**src/logic/wdc_pkg.sv**
```systemverilog
// Register map, field layout, reset values and cycle counts of the watchdog block.
package wdc_pkg;

    // -------------------------------------------------------------------------
    // Register indices; the byte address on the bus is four times the index.
    // -------------------------------------------------------------------------
    localparam logic [15:0] IDX_SYS_CFG_ONE  = 16'h001f;
    localparam logic [15:0] IDX_WD_STATUS    = 16'h0020;
    localparam logic [15:0] IDX_BRK_AUX      = 16'h0021;
    localparam logic [15:0] IDX_WD_CLEAR     = 16'hffff;

    // -------------------------------------------------------------------------
    // Field positions of system_config_one.
    // -------------------------------------------------------------------------
    localparam int CFG_RATE_SEL    = 7;
    localparam int CFG_LV_STOP_EN  = 6;
    localparam int CFG_LV_RST_DIS  = 5;
    localparam int CFG_LV_PWR_DIS  = 4;
    localparam int CFG_LV_TRIP_SEL = 3;
    localparam int CFG_SHORT_REC   = 2;
    localparam int CFG_STOP_EN     = 1;
    localparam int CFG_WD_DISABLE  = 0;

    // -------------------------------------------------------------------------
    // Field positions of the status and break auxiliary registers.
    // -------------------------------------------------------------------------
    localparam int STS_WD_CAUSE    = 0;
    localparam int STS_STOP_STATE  = 1;
    localparam int STS_CNT_LSB     = 8;
    localparam int BRK_WD_DISABLE  = 0;

    // -------------------------------------------------------------------------
    // Reset values.
    // -------------------------------------------------------------------------
    localparam logic [7:0] CFG_ONE_RESET = 8'h00;

    // -------------------------------------------------------------------------
    // Cycle counts in quad bus clock cycles.
    // -------------------------------------------------------------------------
    localparam int WD_SHORT_CYC   = 8176;
    localparam int WD_LONG_CYC    = 262128;
    localparam int RST_PULSE_CYC  = 32;
    localparam int POR_DELAY_CYC  = 4096;
    localparam int REC_SHORT_CYC  = 32;
    localparam int REC_LONG_CYC   = 4096;
    localparam int AWU_SHORT_CYC  = 512;
    localparam int AWU_LONG_CYC   = 16384;

    // -------------------------------------------------------------------------
    // Whole state of the block.
    // -------------------------------------------------------------------------
    typedef struct packed {
        logic [11:0] presc;
        logic [5:0]  wd;
        logic [7:0]  cfg1;
        logic        cfg_lock;
        logic        wd_cause;
        logic        brk_wd_dis;
        logic [12:0] por_cnt;
        logic        por_done;
        logic [5:0]  rst_cnt;
        logic        rst_active;
        logic        pin_drive;
        logic        stop;
        logic        recovering;
        logic [12:0] rec_cnt;
        logic [2:0]  hv_s;
        logic        hv;
        logic [2:0]  lt_s;
        logic        lt;
        logic        lowv_reset;
        logic        lowv_power_on;
        logic        illegal;
        logic [14:0] awu_period;
        logic        pready;
        logic        pslverr;
        logic [31:0] prdata;
    } wdc_state_t;

endpackage

```
**src/logic/wdc_top.sv**
```systemverilog
// Watchdog counter with its prescaler, configuration bits and stop handling.
//
// The APB slave port was left to the implementer.
`timescale 1ns/10ps

// Notes on behaviour
// - Six-bit watchdog counter advances on carry of a twelve-bit prescaler.
// - Unserviced watchdog overflows after 8176 or 262128 cycles by rate select.
// - Clear write zeroes watchdog counter and prescaler stages twelve to five.
// - Every clear write starts a new timeout, whatever data was written.
// - Reading the clear location returns the reset vector low byte.
// - Overflow drives reset pin low 32 cycles if enabled, sets cause flag.
// - Executing the stop instruction zeroes the prescaler.
// - Power-up sequencing zeroes the prescaler 4096 cycles after power up.
// - Any internal reset zeroes prescaler and watchdog counter.
// - Monitor mode with high test voltage on interrupt pin inhibits watchdog.
// - Watchdog keeps counting during wait mode.
// - Stop mode gates the watchdog clock and zeroes the prescaler.
// - Break in monitor mode inhibits watchdog when break disable bit set.
// - Watchdog never raises an interrupt; overflow only resets.
// - Watchdog disable bit stops the watchdog when one.
// - Stop enable zero makes stop an illegal opcode; one executes stop.
// - Short recovery bit picks 32-cycle stop exit, otherwise 4096 cycles.
// - Stop exit caused by low-voltage reset always uses long recovery.
// - In stop, rate select picks wakeup period 512 or 16384 clocks.
// - Low-voltage stop enable keeps inhibit alive in stop unless powered down.
// - Reset disable blocks low-voltage resets; power disable powers it down.
// - Trip select picks 5-V or 3-V; only power-on reset clears it.
// - Configuration register takes one write per reset, readable always.
// - Outside stop, rate select one gives short period, zero the long one.
module wdc_top
    import wdc_pkg::*;
#(
    parameter int unsigned WD_SHORT_CYCLES = WD_SHORT_CYC,
    parameter int unsigned WD_LONG_CYCLES  = WD_LONG_CYC
) (
    input  wire logic        clk_sys_i,
    input  wire logic        rst_n_i,
    input  wire logic        sys_reset_i,
    input  wire logic [31:0] paddr_i,
    input  wire logic        psel_i,
    input  wire logic        penable_i,
    input  wire logic        pwrite_i,
    input  wire logic [31:0] pwdata_i,
    output logic      [31:0] prdata_o,
    output logic             pready_o,
    output logic             pslverr_o,
    input  wire logic [7:0]  reset_vector_low_i,
    input  wire logic        reset_pin_enable_i,
    input  wire logic        monitor_mode_i,
    input  wire logic        high_test_voltage_i,
    input  wire logic        break_active_i,
    input  wire logic        stop_req_i,
    input  wire logic        wake_req_i,
    input  wire logic        lowv_trip_i,
    output logic             chip_reset_o,
    output logic             reset_pin_o,
    output logic             reset_pin_oe_o,
    output logic             stop_mode_o,
    output logic             illegal_opcode_o,
    output logic             lowv_reset_o,
    output logic             lowv_power_on_o,
    output logic             lowv_trip_select_o,
    output logic [14:0]      awu_period_o
);

    // -------------------------------------------------------------------------
    // State and address decode.
    // -------------------------------------------------------------------------
    wdc_state_t s_ff;
    wdc_state_t nxt_s;

    // Byte address of a register index is four times the index.
    function automatic logic addr_hit(input logic [31:0] addr, input logic [15:0] idx);
        addr_hit = (addr == {14'h0000, idx, 2'b00});
    endfunction

    logic        acc;
    logic        wr;
    logic        hit_clr;
    logic        hit_cfg;
    logic        hit_sts;
    logic        hit_brk;
    logic        int_rst;
    logic        wd_run;
    logic        ovf;
    logic [17:0] ovf_at;
    logic        lv_event;
    logic        lv_active;

    // -------------------------------------------------------------------------
    // Next state.
    // -------------------------------------------------------------------------
    always_comb begin
        nxt_s     = s_ff;
        // The access phase ends at the edge where our registered pready is high.
        acc       = psel_i & penable_i & s_ff.pready;
        wr        = acc & pwrite_i;
        hit_clr   = addr_hit(paddr_i, IDX_WD_CLEAR);
        hit_cfg   = addr_hit(paddr_i, IDX_SYS_CFG_ONE);
        hit_sts   = addr_hit(paddr_i, IDX_WD_STATUS);
        hit_brk   = addr_hit(paddr_i, IDX_BRK_AUX);
        int_rst   = sys_reset_i | s_ff.rst_active;
        // Wait mode has no input here on purpose: the watchdog runs through it.
        wd_run    = ~s_ff.cfg1[CFG_WD_DISABLE]
                  & ~(monitor_mode_i & s_ff.hv)
                  & ~(monitor_mode_i & break_active_i & s_ff.brk_wd_dis)
                  & ~s_ff.stop & ~s_ff.recovering;
        ovf_at    = s_ff.cfg1[CFG_RATE_SEL] ? 18'(WD_SHORT_CYCLES - 1)
                                            : 18'(WD_LONG_CYCLES - 1);
        ovf       = wd_run & ({s_ff.wd, s_ff.presc} == ovf_at);
        // The detector sleeps in stop unless its stop enable bit keeps it awake.
        lv_active = ~s_ff.cfg1[CFG_LV_PWR_DIS]
                  & (~s_ff.stop | s_ff.cfg1[CFG_LV_STOP_EN]);
        lv_event  = lv_active & s_ff.lt & ~s_ff.cfg1[CFG_LV_RST_DIS];

        // Three-stage input filters; a new level counts once stages two and three agree.
        // A pin glitch of one cycle never reaches the filtered level.
        nxt_s.hv_s = {s_ff.hv_s[1:0], high_test_voltage_i};
        if (s_ff.hv_s[1] == s_ff.hv_s[2]) begin
            nxt_s.hv = s_ff.hv_s[2];
        end
        nxt_s.lt_s = {s_ff.lt_s[1:0], lowv_trip_i};
        if (s_ff.lt_s[1] == s_ff.lt_s[2]) begin
            nxt_s.lt = s_ff.lt_s[2];
        end
        nxt_s.lowv_reset    = lv_event;
        nxt_s.lowv_power_on = lv_active;

        // Prescaler feeds the watchdog counter through its carry.
        // Its low four bits survive a clear, so a fresh period may run up to
        // fifteen cycles short; software must service with that margin.
        if (wd_run) begin
            nxt_s.presc = s_ff.presc + 12'h001;
            if (s_ff.presc == 12'hfff) begin
                nxt_s.wd = s_ff.wd + 6'h01;
            end
        end

        // Power-up sequencing zeroes the prescaler once, after the delay.
        // Internal resets leave the sequencer finished.
        if (!s_ff.por_done) begin
            nxt_s.por_cnt = s_ff.por_cnt + 13'h0001;
            if (s_ff.por_cnt == 13'(POR_DELAY_CYC - 1)) begin
                nxt_s.por_done = 1'b1;
                nxt_s.presc    = 12'h000;
            end
        end

        // Overflow starts the reset pulse; the flag set wins over a software clear.
        // A clear write in the overflow cycle itself comes too late to stop
        // the pulse; only a clear before that cycle counts.
        if (wr && hit_sts && pwdata_i[STS_WD_CAUSE]) begin
            nxt_s.wd_cause = 1'b0;
        end
        if (ovf && !s_ff.rst_active) begin
            nxt_s.rst_active = 1'b1;
            nxt_s.rst_cnt    = 6'(RST_PULSE_CYC - 1);
            nxt_s.pin_drive  = reset_pin_enable_i;
            nxt_s.wd_cause   = 1'b1;
        end else if (s_ff.rst_active) begin
            nxt_s.rst_cnt = s_ff.rst_cnt - 6'h01;
            if (s_ff.rst_cnt == 6'h00) begin
                nxt_s.rst_active = 1'b0;
                nxt_s.pin_drive  = 1'b0;
            end
        end

        // Clear writes only strobe the counters; nothing is stored.
        if (wr && hit_clr) begin
            nxt_s.wd          = 6'h00;
            nxt_s.presc[11:4] = 8'h00;
        end

        // Stop request: refused as illegal unless enabled, else stop is entered.
        // Stop leaves the watchdog counter itself alone, so software should
        // service it just before stopping to get a full period after wakeup.
        nxt_s.illegal = 1'b0;
        if (stop_req_i && !s_ff.stop && !s_ff.recovering) begin
            if (s_ff.cfg1[CFG_STOP_EN]) begin
                nxt_s.stop  = 1'b1;
                nxt_s.presc = 12'h000;
            end else begin
                nxt_s.illegal = 1'b1;
            end
        end
        if (s_ff.stop) begin
            nxt_s.presc = 12'h000;
            if (wake_req_i || lv_event) begin
                nxt_s.stop       = 1'b0;
                nxt_s.recovering = 1'b1;
                // A low-voltage exit ignores the short recovery choice.
                if (s_ff.cfg1[CFG_SHORT_REC] && !lv_event) begin
                    nxt_s.rec_cnt = 13'(REC_SHORT_CYC - 1);
                end else begin
                    nxt_s.rec_cnt = 13'(REC_LONG_CYC - 1);
                end
            end
        end
        if (s_ff.recovering) begin
            nxt_s.rec_cnt = s_ff.rec_cnt - 13'h0001;
            if (s_ff.rec_cnt == 13'h0000) begin
                nxt_s.recovering = 1'b0;
            end
        end
        nxt_s.awu_period = s_ff.cfg1[CFG_RATE_SEL] ? 15'(AWU_SHORT_CYC)
                                                   : 15'(AWU_LONG_CYC);

        // Configuration takes one write per reset; later writes are dropped quietly.
        if (wr && hit_cfg && !s_ff.cfg_lock) begin
            nxt_s.cfg1     = pwdata_i[7:0];
            nxt_s.cfg_lock = 1'b1;
        end
        if (wr && hit_brk) begin
            nxt_s.brk_wd_dis = pwdata_i[BRK_WD_DISABLE];
        end

        // Bus answer: one wait state, registered data and error.
        // The wait state gives the decode and read mux a whole cycle.
        // Every access thus costs the same, whatever register it reaches.
        nxt_s.pready  = psel_i & penable_i & ~s_ff.pready;
        nxt_s.pslverr = 1'b0;
        nxt_s.prdata  = 32'h0000_0000;
        if (psel_i && penable_i && !s_ff.pready) begin
            if (hit_clr) begin
                nxt_s.prdata = {24'h00_0000, reset_vector_low_i};
            end else if (hit_cfg) begin
                nxt_s.prdata = {24'h00_0000, s_ff.cfg1};
            end else if (hit_sts) begin
                nxt_s.prdata[STS_WD_CAUSE]               = s_ff.wd_cause;
                nxt_s.prdata[STS_STOP_STATE]             = s_ff.stop;
                nxt_s.prdata[STS_CNT_LSB+5:STS_CNT_LSB]  = s_ff.wd;
            end else if (hit_brk) begin
                nxt_s.prdata[BRK_WD_DISABLE] = s_ff.brk_wd_dis;
            end else begin
                nxt_s.pslverr = 1'b1;
            end
        end

        // Internal resets clear counters and reopen configuration; trip select stays.
        // The watchdog pulse is itself an internal reset, so from its second cycle on the counters
        // are held at zero and configuration at its reset value; writes during it do not stick.
        if (int_rst) begin
            nxt_s.presc      = 12'h000;
            nxt_s.wd         = 6'h00;
            nxt_s.cfg_lock   = 1'b0;
            nxt_s.cfg1       = CFG_ONE_RESET;
            nxt_s.cfg1[CFG_LV_TRIP_SEL] = s_ff.cfg1[CFG_LV_TRIP_SEL];
            nxt_s.brk_wd_dis = 1'b0;
            nxt_s.stop       = 1'b0;
            nxt_s.recovering = 1'b0;
            nxt_s.illegal    = 1'b0;
        end
    end

    // -------------------------------------------------------------------------
    // State register; rst_n_i is the power-on reset and clears everything.
    // -------------------------------------------------------------------------
    always_ff @(posedge clk_sys_i) begin
        if (!rst_n_i) begin
            s_ff      <= '0;
            s_ff.cfg1 <= CFG_ONE_RESET;
        end else begin
            s_ff <= nxt_s;
        end
    end

    // -------------------------------------------------------------------------
    // Outputs, all but the constant reset_pin_o straight from the state register.
    // -------------------------------------------------------------------------
    assign prdata_o           = s_ff.prdata;
    assign pready_o           = s_ff.pready;
    assign pslverr_o          = s_ff.pslverr;
    assign chip_reset_o       = s_ff.rst_active;
    assign reset_pin_o        = 1'b0;     // Open drain: only ever pulls low.
    assign reset_pin_oe_o     = s_ff.pin_drive;
    assign stop_mode_o        = s_ff.stop;
    assign illegal_opcode_o   = s_ff.illegal;
    assign lowv_reset_o       = s_ff.lowv_reset;
    assign lowv_power_on_o    = s_ff.lowv_power_on;
    assign lowv_trip_select_o = s_ff.cfg1[CFG_LV_TRIP_SEL];
    assign awu_period_o       = s_ff.awu_period;
endmodule

```
**config.mk**
```make
export PLATFORM = sky130hd
export DESIGN_NAME = wdc_top
export DESIGN_NICKNAME = d
export VERILOG_FILES = /design/src/logic/wdc_pkg.sv /design/src/logic/wdc_top.sv
export SDC_FILE = /design/constraint.sdc
export NUM_CORES = 1
export LEC_CHECK = 0
export BUFFER_PORTS_ARGS = -buffer_cell sky130_fd_sc_hd__buf_2
export CORE_ASPECT_RATIO = 0.9
export CORE_MARGIN = 3
export CORE_UTILIZATION = 45
export CTS_CLUSTER_SIZE = 30
export DETAILED_ROUTE_END_ITERATION = 12
export GPL_TIMING_DRIVEN = 0
export HOLD_SLACK_MARGIN = 0.15
export MAX_ROUTING_LAYER = met4
export PLACE_DENSITY = 0.74
export SYNTH_ARGS = -nofsm -noshare
export SYNTH_HDL_FRONTEND = slang
export SYNTH_SLANG_ARGS = --single-unit
```
**constraint.sdc**
```tcl
create_clock -name clk_sys_i -period 1.9 [get_ports clk_sys_i]
set_clock_uncertainty 0.2 [all_clocks]
set_input_delay 0.38 -clock clk_sys_i [delete_from_list [all_inputs] [get_ports clk_sys_i]]
set_output_delay 0.38 -clock clk_sys_i [all_outputs]
set_load 0.03 [all_outputs]
```
After elaboration in Yosys (flattened, before gate mapping)
Index checks and enable logic that the tools add are counted.
- output and inout port bits: 57
- register bits: 126
- word-level logic and storage cells: 141
- memories kept: 0
- RAM bits: 0
- ROM bits: 0
- bits in latches: 0
- add/sub/neg operators: 5
- magnitude comparators: 0
- multiply operators: 0
- bitwise logic cells: 30
- mux-type cells: 31
- reductions and logical operators: 38
- shift-type cells: 0
- equality and inequality tests: 9
- divide/modulo/power cells: 0
- operators by type and width (kind ; number):
    32-bit by 8-bit equality test with 1-bit output (second input constant) ; 2
    12-bit two-way mux ; 5
    15-bit two-way mux ; 3
    18-bit two-way mux ; 2
    32-bit by 18-bit equality test with 1-bit output (second input constant) ; 1
    32-bit by 7-bit equality test with 1-bit output (second input constant) ; 1
    18-bit equality test ; 1
    8-bit two-way mux ; 2
    1-bit AND ; 15
    14-bit two-way mux ; 1
    7-bit two-way mux ; 2
    13-bit by 1-bit adder with 13-bit output (second input constant) ; 1
    13-bit by 12-bit equality test with 1-bit output (second input constant) ; 1
    13-bit logical NOT ; 1
    1-bit inverter ; 13
    13-bit by 1-bit subtractor with 13-bit output (second input constant) ; 1
    12-bit by 1-bit adder with 12-bit output (second input constant) ; 1
    12-bit equality test (second input constant) ; 1
    1-bit logical AND ; 12
    1-bit two-way mux ; 12
    6-bit two-way mux ; 2
    2-bit AND reduction ; 5
    2-bit nonzero test ; 5
    5-bit OR reduction ; 2
    other kinds (10) ; 21

Longest topological paths before layout
- depth in word-level cells: 12
- gate-level depth with buffers: 7
- mapped depth without buffers: 6

Least setup slack after synthesis
OpenSTA, ideal clock, no wires.
- kind: register to register
- start: register s_ff, in the netlist stop_mode_o
- end: register s_ff[113] (netlist bit)
- slack: -0.084 ns
- clock period less this slack: 1.984 ns
- setup time: 0.079 ns
- path buffers: 2
- cell stages (with the launch flop): 7
- arrival: 1.705 ns
- cell sequence: dfxtp_1 -> buf_4 -> nor3_4 -> o2111ai_1 -> buf_2 -> or3_1 -> a211oi_2
- cells in the longest elaborated chain, start to end: 4
- ends and longest elaborated chain (element ; RTL line ; source):
    from (decl) ; wdc_top.sv:70 ; wdc_state_t s_ff;
    from (signal assigned) ; wdc_top.sv:264 ; s_ff <= nxt_s;
    1-bit inverter ; wdc_top.sv:108 ; & ~s_ff.stop & ~s_ff.recovering;
    1-bit AND (2 in a row) ; wdc_top.sv:108 ;
    2-bit AND reduction (no source line) ; - ;
No other way between the ends.
A chain may end at the register's enable or synchronous reset.

Final worst setup path
- start: register s_ff[115] (netlist bit)
- end: register s_ff[113] (netlist bit)
- cells in the longest elaborated chain, start to end: 2
- ends and longest elaborated chain (element ; RTL line ; source):
    12-bit equality test ; wdc_top.sv:135 ; if (s_ff.presc == 12'hfff) begin
    2-bit AND reduction (no source line) ; - ;
No other way between the ends.

==> results.md <==
* First-pass GRT wire length at 20300 µm
* Top-area cell type share of the netlist area at 39.3%
* Final hold vios at 0
* DRC at 0
* Max Cap Violations at 0
* Failing checks: negative setup slack
* Power share of the combinational group at 9.3%
* Power per cell area at 653 nW/µm²
* Pre-CTS setup slack at -0.465 ns
* Pin count of the biggest net entering global routing at 19
* # setup viols final at 4
* HPWL Detailed at between 8000 and 9000 µm
* # IOs at 142
* Initial DRC count at 230
* Critical Path End Type: register
* Dominant cells by area after synthesis: dfxtp_1 (39%), buf_4 (7.8%), nand2_1 (3.3%), mux2i_1 (3.1%), a211oi_1 (2.8%)
* Height of the die at about 100 µm
* Hold Startpoint: rst_n_i
* Crit path max fanout at 4
* Synthesized cell area at around 4800 µm²
* Mean Syn Cell Area at approximately 9.0 µm²
* Synth Area in XOR/XNOR at 2.89%
* Post-Syn Instances at 539
* Worst EP arrival at 2.02 ns
* Gpl congestion at 0.872
* Initial Util at a little under half
* CTS root buf: clkbuf_16
* Worst reg-to-reg setup slack at -0.06 ns
* Seq/Total Area, Yosys at 39.3%
* Layout cells sized above 1 at 35.8%
* Area Growth Syn to Fin at 36.3%
* Warning count from the yosys run at 0
* Port Buffers at between 80 and 90
* Total track usage at 21.2%
* Vias in the first global route at 4351
* Clock Latency Late Sink at 0.35 ns
* Synth Flop Type: dfxtp_1
* Gr ovfl total at 0
* Design Area, Final at roughly 6600 µm²
* CTS H-tree lvls at 3
* Maximum root-to-sink buffer count at 2
* Post-synth EDFFs at 0
* Multiplexer share of the synthesized area at 3.10%
* Relative slew slack at about 57%
* Psw at 1.09 mW
* Seq pwr share at a little under half
* Worst-path clk slew at 0.07 ns
* Setup CP Type: register to register
* Placement Rows at 35
* Initial antenna violation count at 0
* Die Wd at 115 µm
* Maximum vdd drop at 455 µV
* Setup ws final at -0.0602 ns
* Slew Limit Fails at 0
* Hold Crit Class: primary input to register
* Critical Path Start: s_ff[115]$_SDFF_PP0_
* TritonCTS clock tree: yes
* Power Total at roughly 4.3 mW
* Synth top cells by count: dfxtp_1 (95), buf_4 (50), nand2_1 (43)
* Part of the cycle the worst path needs at 103%
* Yosys reg bits at 95
* Die area at between 10000 and 15000 µm²
* Routed wire length at 12900 µm
* Placed cell area at around 5600 µm²
* CP required at slightly below 2 ns
* Largest family of logic cells by synthesized area: simple AND/OR/NAND/NOR gates
* Fillers at 848
* Int Power at approximately 3.2 mW
* Clk pwr share at 44.0%
* ANT cells at 0
* Setup crit start kind: register
* Synth Area in Adders at 1.55%
* TritonRoute pass-1 iters at 5
* Post-route minimum period at 1.96 ns
* LEAKAGE at 2.69 nW
* Sink Count at 95
* Worst reg2reg startpoint: s_ff[115]$_SDFF_PP0_
* Compound-Gate Fraction of Synth Area at 13.9%
* Hold_ws at about 0.18 ns
* Status: finished, violations left
* Core box area at 10400 µm²
* Async set-or-reset flop fraction in the synthesized netlist at 0%
* Final nets at 795
* Sw Share at 25.3%
* Post-synthesis cell type count at 64
* Post-route ant nets at 0
* Highest clock rate at 510 MHz
* Routed length per instance at 15.3 µm
* Vias at between 4000 and 5000
* Unrepaired setup endpoints after global routing: true
* Largest area contributor in the netlist: dfxtp_1
* Post-Synth Simple-Gate Area at 28.5%
* Num CTS Buffers at 9
* Most common cell in the netlist: dfxtp_1
* Vias per cell at 5.44
* Slew @ Worst Pin at 0.630 ns
state kept, by name, summed over array words and instances, names as in the netlist, 2 cells and up:
register      cells
nxt_s             4
awu_period_o      2
s_ff             66
prdata_o         14
final cells by class:
class	instances	area, µm²	area share (%)
Clock buffer	9	225	3.41
Inverter	20	78.8	1.19
Buffer	65	464	7.04
Timing Repair Buffer	124	779	11.8
Multi-Input combinational cell	389	2870	43.5
Sequential cell	95	1930	29.3
Clock inverter	7	86.3	1.31
Tap cell	129	161	2.45
routing by layer:
metal	GRT usage (%)	vias up	routed length, µm
met3	2.97	17	815
met5	-	-	0
met2	35.0	186	6260
li1	-	2237	-
met4	8.47	0	238
met1	25.9	2118	5540
through the flow:
step | util [%] | setup TNS, ns | cells
after floorplan | - | -0.287 | 570
after global placement | 53.9 | -13.38 | 783
after detailed placement | 53.9 | -15.00 | 783
after CTS | 61.2 | -0.00747 | 830
after global routing | 63.6 | -0.801 | 838
final | 63.6 | -0.188 | 838
worst paths after layout:
| path | end | cells past startpoint |
|---|---|---|
| max | s_ff[113]$_SDFFE_PP0P_ | 5 |
| min | s_ff[72]$_SDFFE_PN0P_ | 2 |
| max reg2reg | s_ff[113]$_SDFFE_PP0P_ | 5 |
| min reg2reg | nxt_s[55]$_SDFF_PN0_ | 1 |
placed cells by master, fill, tap and decap left out, drive strengths merged, types with 6 or more instances in the layout:
master	instances
a211oi	20
a21oi	16
a22o	6
and2	14
and4	7
buf	159
clkbuf	20
conb	32
dfxtp	95
dlygate4sd3	19
ha	6
inv	23
mux2i	15
nand2	43
nand3	21
nand4	16
nor2	29
nor3	17
nor4	18
o21ai	20
o31ai	6
or3	20
or4	9
xnor2	9
xor2	7
cells by family after synthesis:
logic type,Yosys count
mux,15
fa+ha+maj,6
flops,95
buf+inv,86
compound gates,97
simple gates,223
xor+xnor,16
other cells,1
power groups by stage:
stage,registers [mW],logic [mW],clock network [mW]
CTS,2.02,0.388,1.92
detailed placement,2.07,0.343,0
floorplan,2.07,0.219,0
finish,2.01,0.400,1.90
global placement,2.06,0.338,0
global route,2.02,0.432,1.99
what timing repair did:
action	in CTS	in global routing
hold buffers	19	0
setup buffers	12	8
gates cloned	1	0
pin swaps	8	15
endpoints found under the hold margin	20	0
setup endpoints to repair	44	53
gates resized for setup	40	41
critical path, cell delays in order (launching register included):
cell	delay, ns
dfxtp_4	0.37
ha_4	0.15
nand4_1	0.16
or4_1	0.45
or3_1	0.34
a211oi_2	0.20
Note: power is estimated with default switching activity, not from simulation.
